==> config.mk <==
export PLATFORM = sky130hd
export DESIGN_NAME = mmbs_memory_map
export DESIGN_NICKNAME = d
export VERILOG_FILES = /design/src/rtl/mmbs_pkg.sv /design/src/rtl/mmbs_vector_rom.sv /design/src/rtl/mmbs_bank_decode.sv /design/src/rtl/mmbs_memory_map.sv
export SDC_FILE = /design/constraint.sdc
export NUM_CORES = 1
export LEC_CHECK = 0
export BUFFER_PORTS_ARGS = -buffer_cell sky130_fd_sc_hd__buf_4
export CAP_MARGIN = 40
export CORE_ASPECT_RATIO = 0.9
export CORE_UTILIZATION = 40
export DETAILED_ROUTE_END_ITERATION = 8
export HOLD_SLACK_MARGIN = 0.03
export PLACE_DENSITY = 0.73
export SLEW_MARGIN = 15
export SYNTH_ARGS = -nofsm -noshare
export SYNTH_HDL_FRONTEND = slang
export SYNTH_SLANG_ARGS = --single-unit
==> constraint.sdc <==
create_clock -name sys_clk -period 2 [get_ports sys_clk]
set_input_delay 0.1 -clock sys_clk [delete_from_list [all_inputs] [get_ports sys_clk]]
set_output_delay 0.1 -clock sys_clk [all_outputs]
set_load 0.01 [all_outputs]
==> src/rtl/mmbs_pkg.sv <==
// Package with address map constants and carrier types for the memory-map block
package mmbs_pkg;
	// Program flash entry map
	localparam logic [13:0] MMBS_RESET_VEC = 14'h0000;
	localparam logic [13:0] MMBS_SUPPLY_VEC = 14'h0004;
	localparam logic [13:0] MMBS_DIG_VEC_BASE = 14'h0008;
	localparam logic [13:0] MMBS_ANA_VEC_BASE = 14'h0028;
	localparam logic [13:0] MMBS_GPIO_VEC = 14'h0038;
	localparam logic [13:0] MMBS_SLEEP_VEC = 14'h003C;
	localparam logic [13:0] MMBS_USER_START = 14'h0040;
	localparam logic [13:0] MMBS_FLASH_MAX = 14'h3FFF;
	localparam int MMBS_VEC_SHIFT = 2;
	localparam int MMBS_NUM_DIG = 8;
	localparam int MMBS_NUM_ANA = 4;
	localparam int MMBS_NUM_SRC = 15;
	// Source index layout: 0 supply, 1..8 digital, 9..12 analog, 13 gpio, 14 sleep
	localparam logic [3:0] MMBS_SRC_SUPPLY = 4'h0;
	localparam logic [3:0] MMBS_SRC_DIG0 = 4'h1;
	localparam logic [3:0] MMBS_SRC_ANA0 = 4'h9;
	localparam logic [3:0] MMBS_SRC_GPIO = 4'hD;
	localparam logic [3:0] MMBS_SRC_SLEEP = 4'hE;
	// Data RAM stack
	localparam logic [7:0] MMBS_SP_RESET = 8'h00;
	localparam logic [7:0] MMBS_SP_STEP = 8'h01;
	// Register banks
	localparam logic [7:0] MMBS_SHARED_LO = 8'h71;
	localparam logic [7:0] MMBS_SHARED_HI = 8'h9F;
	localparam logic MMBS_BANK0 = 1'b0;
	localparam logic MMBS_BANK1 = 1'b1;

	// Stack request from the core
	typedef struct packed {
		logic push;
		logic pop;
		logic load;
		logic [7:0] load_val;
	} mmbs_stack_req_type;

	// Register access request from the core
	typedef struct packed {
		logic valid;
		logic write;
		logic [7:0] addr;
		logic [7:0] wdata;
	} mmbs_reg_req_type;

	// Decoded register access toward the banks
	typedef struct packed {
		logic valid;
		logic write;
		logic bank;
		logic shared_hit;
		logic [7:0] addr;
		logic [7:0] wdata;
	} mmbs_reg_sel_type;
endpackage

==> src/rtl/mmbs_vector_rom.sv <==
// Combinational entry-address lookup for interrupt sources
`timescale 1ns/1ps
module mmbs_vector_rom import mmbs_pkg::*; (
	// Source select
	input wire logic [3:0] src,
	// Entry address
	output logic [13:0] vec
);
	// Digital and analog slots are four bytes apart from their bases
	wire logic [13:0] dig_off = {10'h000, src - MMBS_SRC_DIG0} << MMBS_VEC_SHIFT;
	wire logic [13:0] ana_off = {10'h000, src - MMBS_SRC_ANA0} << MMBS_VEC_SHIFT;
	wire logic is_dig = (src >= MMBS_SRC_DIG0) && (src < MMBS_SRC_ANA0);
	wire logic is_ana = (src >= MMBS_SRC_ANA0) && (src < MMBS_SRC_GPIO);

	// Fixed table select; unknown sources fall back to reset entry
	assign vec = (src == MMBS_SRC_SUPPLY) ? MMBS_SUPPLY_VEC : // RULE1
		is_dig ? (MMBS_DIG_VEC_BASE + dig_off) : // RULE2
		is_ana ? (MMBS_ANA_VEC_BASE + ana_off) : // RULE3
		(src == MMBS_SRC_GPIO) ? MMBS_GPIO_VEC : // RULE4
		(src == MMBS_SRC_SLEEP) ? MMBS_SLEEP_VEC : // RULE4
		MMBS_RESET_VEC;
endmodule

==> src/rtl/mmbs_bank_decode.sv <==
// Register bank decode with shared window
`timescale 1ns/1ps
module mmbs_bank_decode import mmbs_pkg::*; (
	// Core side
	input wire mmbs_reg_req_type req,
	input wire logic bank_select_flag,
	// Bank side
	output mmbs_reg_sel_type sel
);
	// Shared window ignores the flag and always lands in bank 0
	wire logic shared_hit = (req.addr >= MMBS_SHARED_LO) && (req.addr <= MMBS_SHARED_HI); // RULE11
	wire logic bank_eff = shared_hit ? MMBS_BANK0 : bank_select_flag; // RULE10

	assign sel.valid = req.valid;
	assign sel.write = req.write;
	assign sel.bank = bank_eff;
	assign sel.shared_hit = shared_hit;
	assign sel.addr = req.addr; // RULE9
	assign sel.wdata = req.wdata;
endmodule

==> src/rtl/mmbs_memory_map.sv <==
// Top level: program entry sequencing, data stack pointer and register bank select
// Behaviour
// RULE1: Reset enters at 0x0000 and the supply-monitor interrupt enters at 0x0004.
// RULE2: The eight digital block entries sit at 0x0008 to 0x0024, four basic then four comm, four bytes apart.
// RULE3: The four analog column entries sit at 0x0028 to 0x0034 in column order, four bytes apart.
// RULE4: The pin interrupt enters at 0x0038 and the sleep timer at 0x003C.
// RULE5: User code starts at 0x0040 right after the entry table.
// RULE6: Program addresses never exceed 0x3FFF; the usable top depends on the variant.
// RULE7: Each push moves the stack pointer to a higher address.
// RULE8: A stack pointer step past 0xFF wraps silently to 0x00.
// RULE9: Two register banks of 256 addresses each are decoded.
// RULE10: The bank-select flag picks bank 0 when clear and bank 1 when set.
// RULE11: Addresses 0x71 to 0x9F reach the same registers from either bank.
// RULE12: Software never writes undefined register addresses.
// RULE13: Software writes zero into unused and reserved bits.
// RULE14: A taken interrupt jumps to its fixed four-byte entry slot.
`timescale 1ns/1ps
module mmbs_memory_map import mmbs_pkg::*; #(
	parameter logic [13:0] FLASH_TOP = 14'h3FFF
) (
	// Clock and reset
	input wire logic sys_clk,
	input wire logic resetn,
	// Interrupt entry request from the core
	input wire logic irq_take,
	input wire logic [3:0] irq_src,
	// Sequential fetch and jump
	input wire logic fetch_step,
	input wire logic jump_valid,
	input wire logic [13:0] jump_addr,
	// Stack control
	input wire mmbs_stack_req_type stack_req,
	// Flags register bank-select bit
	input wire logic bank_select_flag,
	// Register access from the core
	input wire mmbs_reg_req_type reg_req,
	// Program counter and stack pointer
	output logic [13:0] pc,
	output logic pc_in_user,
	output logic [7:0] sp,
	output logic sp_wrapped,
	// Register bank access
	output mmbs_reg_sel_type reg_sel
);
	logic [13:0] pc_reg, pc_next;
	logic [7:0] sp_reg, sp_next;
	logic sp_wrap_reg, sp_wrap_next;
	logic user_reg, user_next;
	mmbs_reg_sel_type sel_reg;
	logic [13:0] vec_addr;
	mmbs_reg_sel_type sel_comb;

	// Entry table lookup
	mmbs_vector_rom u_vec (
		.src(irq_src),
		.vec(vec_addr)
	);

	// Bank decode
	mmbs_bank_decode u_dec (
		.req(reg_req),
		.bank_select_flag(bank_select_flag),
		.sel(sel_comb)
	);

	// Program counter: clamp top so the map never runs past the variant size
	wire logic [13:0] flash_top = (FLASH_TOP > MMBS_FLASH_MAX) ? MMBS_FLASH_MAX : FLASH_TOP; // RULE6
	wire logic [13:0] pc_inc = (pc_reg >= flash_top) ? MMBS_RESET_VEC : pc_reg + 14'h0001; // RULE6
	wire logic [13:0] jump_cl = (jump_addr > flash_top) ? flash_top : jump_addr; // RULE6

	// Interrupt wins over jump, jump over sequential step
	assign pc_next = irq_take ? vec_addr : // RULE14
		jump_valid ? jump_cl :
		fetch_step ? pc_inc : pc_reg;
	assign user_next = (pc_next >= MMBS_USER_START); // RULE5

	// Stack pointer: 9-bit add cut to its low 8 bits wraps naturally, no error raised
	wire logic [8:0] sp_up = {1'b0, sp_reg} + {1'b0, MMBS_SP_STEP}; // RULE7
	wire logic [7:0] sp_dn = sp_reg - MMBS_SP_STEP;
	assign sp_next = stack_req.load ? stack_req.load_val :
		stack_req.push ? sp_up[7:0] : // RULE8
		stack_req.pop ? sp_dn : sp_reg;
	// Wrap marker is a one-cycle pulse for debug visibility
	assign sp_wrap_next = !stack_req.load && stack_req.push && sp_up[8]; // RULE8

	// Program counter starts at the reset entry
	always_ff @(posedge sys_clk or negedge resetn) begin
		if (!resetn) begin
			pc_reg <= MMBS_RESET_VEC; // RULE1
			user_reg <= 1'b0;
		end else begin
			pc_reg <= pc_next;
			user_reg <= user_next;
		end
	end

	// Stack pointer register
	always_ff @(posedge sys_clk or negedge resetn) begin
		if (!resetn) begin
			sp_reg <= MMBS_SP_RESET;
			sp_wrap_reg <= 1'b0;
		end else begin
			sp_reg <= sp_next;
			sp_wrap_reg <= sp_wrap_next;
		end
	end

	// Registered bank access; undefined writes are trusted not to occur
	always_ff @(posedge sys_clk or negedge resetn) begin
		if (!resetn) begin
			sel_reg <= '0;
		end else begin
			sel_reg <= sel_comb; // RULE10
		end
	end

	assign pc = pc_reg;
	assign pc_in_user = user_reg;
	assign sp = sp_reg;
	assign sp_wrapped = sp_wrap_reg;
	assign reg_sel = sel_reg;
endmodule

=== Yosys cells after proc, flatten, opt, wreduce, memory -nomap -nowiden ===
Cells that the tools add are included.
W data, S select, Z words.

* Memories: 0
* Logic and storage cells: 50
* Bits of input ports: 53
* Latch bits: 0
* Output and inout port bits: 44
* Memory bits (read-only): 0
* Bits in registers: 44
* Memory bits (writable): 0

* Multiplexer cells: 14
* Shifts and indexed selects: 0
* Order comparisons: 9
* Eq/ne operators: 2
* Bitwise logic cells: 0
* $mul: 0
* Divide/modulo/power cells: 0
* Reduce and logical (&&, ||, !) cells: 8
* $add $sub $neg: 7

{| class="wikitable"
|+ Operators with widths
! kind !! count
|-
| $mux W14 || 9
|-
| $mux W8 || 3
|-
| $add A14 B1 Y14 const B || 1
|-
| $ge A14 B14 Y1 const B || 1
|-
| $ge A14 B7 Y1 const B || 1
|-
| $gt A14 B14 Y1 const B || 1
|-
| $add A8 B1 Y9 const B || 1
|-
| $eq A4 B4 Y1 const B || 2
|-
| $ge A8 B7 Y1 const B || 1
|-
| $le A8 B8 Y1 const B || 1
|-
| $lt A4 B4 Y1 const B || 2
|-
| $sub A8 B1 Y8 const B || 1
|-
| $add A4 B6 Y7 const A || 1
|-
| $add A6 B6 Y7 const A || 1
|-
| $mux W6 || 1
|-
| $logic_and A1 B1 Y1 || 5
|-
| $ge A4 B1 Y1 const B || 1
|-
| $ge A4 B4 Y1 const B || 1
|-
| $logic_not A4 Y1 || 1
|-
| $sub A4 B1 Y4 const B || 1
|-
| $sub A4 B4 Y4 const B || 1
|-
| $reduce_bool A3 Y1 || 1
|-
| $logic_not A1 Y1 || 1
|-
| $mux W1 || 1
|}

=== Depth between registers and ports, before layout ===
Gate-level depths: netlist of run 1.

* Depth after elaboration: 8
* Mapped depth: 9
* Gate-level depth less buffers: 9

=== By module ===
From an unflattened synthesis of run 1, not the netlist that was laid out.

* Cell total of the unflattened synthesis: 276
* Area, all modules: 2577.5 sq um

{| class="wikitable"
|+ Modules (own cells, without submodules)
! module !! area an instance (sq um) !! instances !! seq. area each (sq um) !! cells an instance
|-
| mmbs_memory_map || 2069.5 || 1 || 1101.1 || 204
|-
| mmbs_vector_rom || 319.1 || 1 || 0.0 || 47
|-
| mmbs_bank_decode || 188.9 || 1 || 0.0 || 25
|}

=== Least setup slack after synthesis of run 1 ===
No wires, ideal clock.

* Kind: reg2reg
* Start point: reg sp_reg[4], in the netlist sp[4]
* End point: reg sp_reg[6], in the netlist sp[6]
* Setup time: 125 ps
* Data required time: 1875 ps
* Buffers on the path: 0
* Clock period less this slack: 1939 ps
* Path slack: 61 ps
* Arrival time: 1814 ps
* Stages on the path, launching flop included: 6
* Cells stage by stage: dfrtp_1 > or4_1 > or3b_1 > a21oi_1 > xor2_1 > mux2_2

* Word-level cells in the longest chain between the ends: 4
* Elaborated cells between the ends (all ways): 5
* Classes of those cells: 2 x add/sub; 3 x mux

{| class="wikitable"
|+ Ends and longest elaborated chain
! element !! line !! RTL
|-
| start, declared || mmbs_memory_map.sv:46 || <nowiki>logic [7:0] sp_reg, sp_next;</nowiki>
|-
| start signal, assigned || mmbs_memory_map.sv:103 || <nowiki>sp_reg <= sp_next;</nowiki>
|-
| $sub A8 B1 Y8 || mmbs_memory_map.sv:79 || <nowiki>wire logic [7:0] sp_dn = sp_reg - MMBS_SP_STEP;</nowiki>
|-
| $mux W8 || mmbs_memory_map.sv:82 || <nowiki>stack_req.pop ? sp_dn : sp_reg;</nowiki>
|-
| $mux W8 * || mmbs_memory_map.sv:81 || <nowiki>stack_req.push ? sp_up[7:0] :</nowiki>
|-
| $mux W8 * || mmbs_memory_map.sv:80 || <nowiki>assign sp_next = stack_req.load ? stack_req.load_val :</nowiki>
|}

Mark *: on every way between the ends. The rest lies on a longest branch, timed or not. The select of a mux whose other input is x is not followed.
A chain may end at the register's enable or synchronous reset.

=== Worst setup path after layout of run 1 ===
* Start point: reg sp_reg[5], in the netlist sp[5]
* End point: reg sp_reg[6], in the netlist sp[6]

The elaborated chain is that of the path after synthesis.

==> results of run 1 <==
## worst max-delay path: cells and delay by family (launching register included)
| family | cells | cell delay, ps |
|---|---|---|
| mux | 1 | 260 |
| flops | 1 | 380 |
| compound gates | 1 | 180 |
| simple gates | 2 | 940 |
| xor+xnor | 1 | 80 |
## area by class of cell
cell class	instances	area (um^2)
Fill cell	437	1840
Sequential cell	44	1100
Inverter	12	45.0
Timing Repair Buffer	132	1050
Clock inverter	2	35.0
Multi-Input combinational cell	166	1120
Clock buffer	6	72.6
Tap cell	67	83.8
## power by group through the flow
stage / combinational [W] / sequential (W) / clock [W]
after floorplan: 0.000191 / 0.00108 / 0
after global placement: 0.000536 / 0.00103 / 0
after detailed placement: 0.000543 / 0.00103 / 0
after CTS: 0.000585 / 0.00102 / 0.000681
after global routing: 0.000645 / 0.00103 / 0.000713
final: 0.000587 / 0.00102 / 0.000660
## cells in the final DEF (no fill, tap or decap), types with 4 or more instances in the layout
| master | n |
|---|---|
| a21oi_1 | 8 |
| a22oi_1 | 4 |
| buf_4 | 107 |
| clkbuf_8 | 5 |
| dfrtp_1 | 42 |
| dlygate4sd3_1 | 25 |
| ha_1 | 7 |
| inv_1 | 12 |
| nand2_1 | 18 |
| nand3_1 | 6 |
| nand4_1 | 5 |
| nor2_1 | 21 |
| nor3_1 | 9 |
| o21ai_0 | 17 |
| xnor2_1 | 8 |
| xor2_1 | 7 |
## layer usage
| metal | GRT usage | routed length [um] | vias up |
|---|---|---|---|
| met2 | 0.361 | 3120 | 63 |
| met1 | 0.283 | 2720 | 1089 |
| met5 | 0 | 0 | - |
| met4 | 0.0476 | 36 | 0 |
| li1 | - | - | 1096 |
| met3 | 0.0425 | 276 | 2 |
## stage by stage
step	cells	setup slack, ps	instance area, um^2	power [W]
global placement	396	71.2	3110	0.00157
CTS	429	63.1	3480	0.00228
global route	429	-11.4	3510	0.00238
finish	429	71.4	3510	0.00226
detailed placement	396	17.2	3110	0.00157
floorplan	229	61.1	2260	0.00127
## how the worst min path moves through the flow
stage	start	to	slack, ps	cells past startpoint
finish	stack_req[0]	sp[0]$_DFFE_PN0P_	40	3
global route	stack_req[0]	sp[0]$_DFFE_PN0P_	30	3
CTS	stack_req[6]	sp[6]$_DFFE_PN0P_	40	2
detailed placement	resetn	pc[4]$_DFF_PN0_	140	1
global placement	resetn	pc[3]$_DFF_PN0_	130	1
floorplan	resetn	pc[0]$_DFF_PN0_	-200	0
## synth_stat cells, drive strengths merged (4+ instances only)
cell	n
a21oi	8
a22oi	4
clkbuf	5
dfrtp	44
ha	7
inv	12
nand2	18
nand3	6
nand4	7
nor2	21
nor3	10
nor4	6
o21ai	17
xnor2	8
xor2	7
## timing repair
action	CTS	global route
endpoints found under the setup margin	1	1
endpoints found under the hold margin	69	0
pin swaps	0	0
hold buffers	25	0
resized for setup	1	7
## cell families (layout without fill, tap and decap cells)
group / count (synthesis) / count (layout)
AND/OR/NAND/NOR: 90 / 90
adder cells (fa/ha/maj): 7 / 7
flip-flops: 44 / 44
AO/OA/AOI/OAI: 50 / 50
XOR/XNOR: 15 / 15
multiplexers: 4 / 4
buffers and inverters: 19 / 152
==> impl_metrics.toml, run 1 <==
[power]
p_switching_w = 0.000621
ir_worst_vdd_v = 0.000476
p_per_area_nw_per_um2 = 645
power_frac_clock = 0.291
comb_power_share = 0.259
p_sw_frac = 0.274
internal-power_w = 0.00164
p_seq_frac = 0.449
total_leakage_power_nw = 1.60

[global_routing]
antenna_found_initial = 0
grt.overflow.total = 0
track_usage = 0.214
grt_max_degree = 45
grt_pass1_vias = 2027
grt_pass1_wl_um = 9750

[detailed_routing]
wl_per_cell_um = 14.3
vias_per_cell = 5.24
firstDrtPassIters = 4
drc = 0
vias = 2250
drt_iter0_markers = 161
drtAntennaViolNets = 0
wl_um = 6150

[synth]
syn_nets = 289
ys_warn_count = 0
synth_edf_count = 0
syn_inst = 229
synth_top_family_by_area = "simple AND/OR/NAND/NOR gates"
post_synth_instance_area_um2 = 2260
synth_top_area_frac = 0.488
yosysUniqueCellTypes = 46
ys_async_sr_fraction = 1.00
synthMuxAreaShare = 0.0189
synth_xor_area_frac = 0.0582
synth-simple-area-share = 0.221
synth_compound_area_frac = 0.143
ys_ff_latch = 44
seq_area_frac_synth = 0.488
yosys.area_share.adder = 0.0388
ys.flop_type = "dfrtp_1"
synth.area.top_cells = "dfrtp_1 (49%), ha_1 (3.9%), o21ai_0 (3.8%)"
synth.avg_cell_area_um2 = 9.85
synth_top_area_cell = "dfrtp_1"

[worst_setup_path]
cp-startpoint = "sp[5]$_DFFE_PN0P_"
worstPathArrival_ps = 2100
required_ps = 2180
critPathMaxFanout = 2
path_class = "reg -> reg"
rr_worst_depth = 5
cpPeakStageDelay_ps = 550
worstPathCellList = "or4_1 > or3b_1 > a21oi_1 > xor2_1 > mux2_2"
setup.worst_path.start_class = "flop"
cpMaxStageDelayCell = "or4_1"
reg2reg_to = "sp[6]$_DFFE_PN0P_"
timing.rr.start = "sp[5]$_DFFE_PN0P_"
setup.worst_path.end = "sp[6]$_DFFE_PN0P_"
crit_path_end_kind = "flop"
reg2reg_slack_ps = 70

[timing]
finClkSkew_ps = 11.7
tightestPinTransition_ps = 586
fmax_ghz = 0.518
relSlewSlack = 0.604
setup_viol = 0
timing.hold.ws_ps = 37.7
final_max_slew_viol_count = 0
tns_ps = 0
fin_crit_sh = 0.964
hold_viol = 0
period_needed_ps = 1930

[min_path]
hold_class = "in -> reg"

[status]
outcome = "complete, no violations"

[layout]
largest_register_ffs = 20
num_antenna_cells = 0
fin_nets = 421
utilization = 0.657
areaGrowthSynthToFinish_pct = 55.7
layout-drive-gt1-share = 0.359

[floorplan]
die_x_um = 81.2
coreArea_um2 = 5350
fp.dieH_um = 73.2
rows = 25
pin_count = 97
start_util = 0.422
die_area_um2 = 5940

[clock_network]
postCtsSetupBuffers = 0
numCtsBuffers = 5
clock_sinks = 44
cts_root_buffer = "clkbuf_8"
cts_tree = "built"
htreeDepth = 2
clkTransAtPathRegs_ps = 80
clk_latency_ps = 290
clock_path_buffers = 2

[placed_design]
place_congestion = 0.816
hpwlAfterDp_um = 4390
portBuffers = 96

[run]
maxCapViolCount = 0
(Power assumes the default switching activity.)
==> run 2: changes to the inputs <==
--- a/config.mk
+++ b/config.mk
@@ -8,10 +8,10 @@
 export BUFFER_PORTS_ARGS = -buffer_cell sky130_fd_sc_hd__buf_4
 export CAP_MARGIN = 40
 export CORE_ASPECT_RATIO = 0.9
-export CORE_UTILIZATION = 40
+export CORE_UTILIZATION = 43
 export DETAILED_ROUTE_END_ITERATION = 8
 export HOLD_SLACK_MARGIN = 0.03
-export PLACE_DENSITY = 0.73
+export PLACE_DENSITY = 0.77
 export SLEW_MARGIN = 15
 export SYNTH_ARGS = -nofsm -noshare
 export SYNTH_HDL_FRONTEND = slang
==> run 2 against run 1 <==
Against the previous run:
- the run now ends with negative setup slack left
- sequential share of layout area shrank 1.1 points
- largest power group unchanged
- sequential power about the same
- clock-buffer cell count decreased by 1
- global-route usage up 3.9 points
- setup slack worse by 200 ps
- maximum frequency fell by 9.3%
- cell count grew 2.8%
- clock skew down 7.0 ps
- design area grew 3.6%
- via count grew 8.2%
- critical path type unchanged
==> impl_metrics.toml, run 2 (synthesized netlist as in run 1, its figures left out) <==
[global_routing]
grt_pass1_vias = 2232
grt_max_degree = 45
track_usage = 0.253
grt.overflow.total = 0
grt_pass1_wl_um = 10700
antenna_found_initial = 0

[status]
violations = "negative setup slack"
outcome = "finished with violations"

[run]
maxCapViolCount = 0

[worst_setup_path]
required_ps = 2160
crit_path_end_kind = "flop"
worstPathArrival_ps = 2290
timing.rr.start = "pc[0]$_DFF_PN0_"
path_class = "reg -> reg"
critPathMaxFanout = 6
reg2reg_to = "pc_in_user$_DFF_PN0_"
setup.worst_path.start_class = "flop"
rr_worst_depth = 7
reg2reg_slack_ps = -130

[detailed_routing]
drt_iter0_markers = 192
wl_um = 7570
firstDrtPassIters = 5
drc = 0
vias_per_cell = 5.52
drtAntennaViolNets = 0
wl_per_cell_um = 17.2
vias = 2435

[layout]
layout-drive-gt1-share = 0.391
num_antenna_cells = 0
final_common_cell = "buf_4"
stdcell_count = 441
largest_register_ffs = 20
fin_nets = 435
areaGrowthSynthToFinish_pct = 61.3
final_cell_mix = "buf_4 (118), dfrtp_1 (41), dlygate4sd3_1 (27)"

[timing]
fin_crit_sh = 1.06
fmax_ghz = 0.470
setup_viol = 1
relSlewSlack = 0.613
tightestPinTransition_ps = 574
setup_slack_ps = -127
tns_ps = -127
hold_viol = 0
final_max_slew_viol_count = 0
finClkSkew_ps = 4.76
period_needed_ps = 2130
timing.hold.ws_ps = 50.1

[floorplan]
start_util = 0.455
fp.dieH_um = 70.7
die_x_um = 78.4
pin_count = 97
die_area_um2 = 5540
rows = 24
coreArea_um2 = 4950

[clock_network]
clock_sinks = 44
cts_root_buffer = "clkbuf_8"
clkTransAtPathRegs_ps = 90
numCtsBuffers = 5
htreeDepth = 2
clk_latency_ps = 310
clock_path_buffers = 2
cts_tree = "built"

[power]
p_per_area_nw_per_um2 = 648
ir_worst_vdd_v = 0.000425
total_leakage_power_nw = 1.66

[placed_design]
dp_cells = 396
place_congestion = 0.855
hpwlAfterDp_um = 4410
portBuffers = 96

[min_path]
holdPathStages = 2
hp-start = "stack_req[5]"
holdPathEnd = "sp[5]$_DFFE_PN0P_"
hold_class = "in -> reg"
-- run 2: worst max-delay path by stage --
stage                                end  depth (start not counted)               from  slack [ps]
finish              pc_in_user$_DFF_PN0_                          7    pc[0]$_DFF_PN0_        -130
global route        pc_in_user$_DFF_PN0_                          7    pc[0]$_DFF_PN0_        -160
CTS                 pc_in_user$_DFF_PN0_                          5    pc[7]$_DFF_PN0_          30
detailed placement  pc_in_user$_DFF_PN0_                          7    pc[1]$_DFF_PN0_         -10
global placement    pc_in_user$_DFF_PN0_                          6    pc[1]$_DFF_PN0_         120
floorplan              sp[6]$_DFFE_PN0P_                          5  sp[4]$_DFFE_PN0P_          60
-- run 2: worst max-delay path: stages (launching register included) --
cell and delay [ps]:
dfrtp_1 410, ha_2 240, nand4_4 150, clkbuf_4 220, o21ai_0 230, a311oi_1 170, nor4_1 380, nand4bb_1 170
-- run 2: area by class of cell --
cell class / instances / area, um^2
fillers: 325 / 1320
repair buffers: 146 / 1160
multi-input cells: 166 / 1130
flip-flops and latches: 44 / 1100
well taps: 65 / 81.3
clock buffers: 5 / 68.8
clock inverters: 3 / 46.3
inverters: 12 / 45.0
-- run 2: routing by layer --
| metal | vias to the layer above | track usage | part of all wire |
|---|---|---|---|
| met1 | 1135 | 0.298 | 0.37 |
| met4 | 0 | 0.0988 | 0.038 |
| met2 | 140 | 0.451 | 0.52 |
| met5 | - | 0 | 0 |
| met3 | 32 | 0.0555 | 0.077 |
| li1 | 1128 | - | - |
-- run 2: metrics by stage --
stage	setup WS (ps)	power [W]	util	instance area, um^2
2_1_floorplan	61.1	0.00127	-	2260
3_3_place_gp	116	0.00157	0.631	3130
3_5_place_dp	-9.53	0.00158	0.631	3130
4_1_cts	27.6	0.00232	0.712	3530
5_1_grt	-161	0.00246	0.735	3640
6_report	-127	0.00236	0.735	3640
-- run 2: power breakdown --
| group | switching (W) | internal (W) | leakage, nW |
|---|---|---|---|
| clock network | 0.000332 | 0.000376 | 0.0548 |
| registers | 0.0000610 | 0.000958 | 0.528 |
| logic | 0.000299 | 0.000330 | 1.08 |
-- run 2: repair_timing --
item                                    4_1_cts  5_1_grt
buffers inserted                              0       10
endpoints found under the setup margin        1        3
hold buffers                                 27        0
pin swaps                                     0        3
cloned                                        0        0
resized for setup                             2       12
hold endpoints to repair                     71        0
==> run 3: changes to the inputs <==
==> constraint.sdc (replaced) <==
create_clock -name sys_clk -period 1.9 [get_ports sys_clk]
set_input_delay 0.095 -clock sys_clk [delete_from_list [all_inputs] [get_ports sys_clk]]
set_output_delay 0.095 -clock sys_clk [all_outputs]
set_load 0.01 [all_outputs]
==> run 3 against run 2 <==
Against the previous run:
- the flow now finishes without violations
- die area unchanged
- sequential share of layout area up 0.13 points
- register-to-register slack better by 170 ps
- critical path depth down 2
- sequential power up 5%
- flip-flop and latch count unchanged
- setup slack better by 170 ps
- clock power down 1%
- clock skew up 8.5 ps
- via count down 3.9%
- global-route usage up 0.26 points
- design area down 0.41%
==> impl_metrics.toml, run 3 (synthesized netlist as in run 1, its figures left out) <==
[status]
outcome = "complete, no violations"

[clock_network]
cts_tree = "built"
clock_sinks = 44
clock_path_buffers = 2
htreeDepth = 2
cts_root_buffer = "clkbuf_8"
clkTransAtPathRegs_ps = 70
clk_latency_ps = 310
numCtsBuffers = 5

[floorplan]
coreArea_um2 = 4950
pin_count = 97
rows = 24
die_area_um2 = 5540
fp.dieH_um = 70.7
start_util = 0.455
die_x_um = 78.4

[layout]
largest_register_ffs = 20
fin_nets = 434
utilization = 0.732
final_cell_mix = "buf_4 (121), dfrtp_1 (41), dlygate4sd3_1 (23)"
layout-drive-gt1-share = 0.397
num_antenna_cells = 0
multi_input_area_um2 = 1140
final_common_cell = "buf_4"
fillers = 336
ff_latch_area_um2 = 1100
final_area_um2 = 3620
areaGrowthSynthToFinish_pct = 60.7

[worst_setup_path]
rr_worst_depth = 5
crit_path_end_kind = "flop"
setup.worst_path.end = "sp[6]$_DFFE_PN0P_"
reg2reg_slack_ps = 40
worstPathArrival_ps = 2050
required_ps = 2080
timing.rr.start = "sp[5]$_DFFE_PN0P_"
reg2reg_to = "sp[6]$_DFFE_PN0P_"
cp-startpoint = "sp[5]$_DFFE_PN0P_"
path_class = "reg -> reg"
critPathMaxFanout = 2
setup.worst_path.start_class = "flop"

[timing]
tightestPinTransition_ps = 528
relSlewSlack = 0.648
rsz0062_at_grt = "true"
tns_ps = 0
period_needed_ps = 1860
fmax_ghz = 0.537
setup_viol = 0
finClkSkew_ps = 13.3
hold_viol = 0
final_max_slew_viol_count = 0
fin_crit_sh = 0.979

[detailed_routing]
firstDrtPassIters = 7
drc = 0
wl_per_cell_um = 15.6
drt_iter0_markers = 210
vias = 2339
vias_per_cell = 5.32
wl_um = 6850
drtAntennaViolNets = 0

[global_routing]
grt_pass1_vias = 2252
grt.overflow.total = 0
antenna_found_initial = 0
track_usage = 0.256
grt_pass1_wl_um = 10900
grt_max_degree = 45

[placed_design]
placed_area_um2 = 3210
portBuffers = 96
place_congestion = 0.899
hpwlAfterDp_um = 4560

[power]
p_per_area_nw_per_um2 = 672
ir_worst_vdd_v = 0.000350
total_leakage_power_nw = 1.67

[min_path]
hold_class = "in -> reg"
hp-start = "stack_req[0]"

[run]
maxCapViolCount = 0
-- run 3: how the worst min path moves through the flow --
stage | end | slack (ps) | depth (start not counted)
2_1_floorplan | pc[0]$_DFF_PN0_ | -200 | 0
3_3_place_gp | reg_sel[7]$_DFF_PN0_ | 110 | 1
3_5_place_dp | reg_sel[7]$_DFF_PN0_ | 110 | 1
4_1_cts | sp[6]$_DFFE_PN0P_ | 30 | 2
5_1_grt | sp[6]$_DFFE_PN0P_ | 30 | 2
6_report | sp[0]$_DFFE_PN0P_ | 30 | 3
-- run 3: final cells by class --
class / instances / area share
clock buffer: 6 / 0.0200
clock inverter: 2 / 0.00967
timing repair buffer: 145 / 0.317
multi-input combinational: 166 / 0.313
inverter: 12 / 0.0124
sequential: 44 / 0.305
tap: 65 / 0.0224
-- run 3: critical path: stages, from the launching register on --
cell	delay, ps
dfrtp_1	380
or4_4	530
or3b_1	370
a21oi_2	140
xor2_1	70
mux2_2	260
-- run 3: routing by layer --
metal | global-route usage | share of wire | vias up
met4 | 0.0905 | 0.021 | 0
met3 | 0.0426 | 0.056 | 16
li1 | - | - | 1121
met2 | 0.452 | 0.51 | 91
met1 | 0.317 | 0.42 | 1111
met5 | 0 | 0 | -
-- run 3: report_power, final --
group / leakage, nW / switching, W / internal [W]
combinational: 1.08 / 0.000313 / 0.000355
clock: 0.0552 / 0.000308 / 0.000390
sequential: 0.529 / 0.0000592 / 0.00101
-- run 3: per-stage QoR --
stage          hold WS [ps]  worst slack, ps  instances  total power [W]
2_1_floorplan          -201            -8.58        229          0.00133
3_3_place_gp            112             53.8        407          0.00167
3_5_place_dp            113            -98.8        407          0.00168
4_1_cts                31.4             6.07        439          0.00242
5_1_grt                30.2            -52.6        440          0.00256
6_report               27.8             39.4        440          0.00243
-- run 3: what timing repair did --
action	4_1_cts	5_1_grt
hold buffers	23	0
endpoints found under the setup margin	1	3
resized for setup	4	9
hold endpoints to repair	67	0
pin swaps	0	4
buffers inserted	1	1
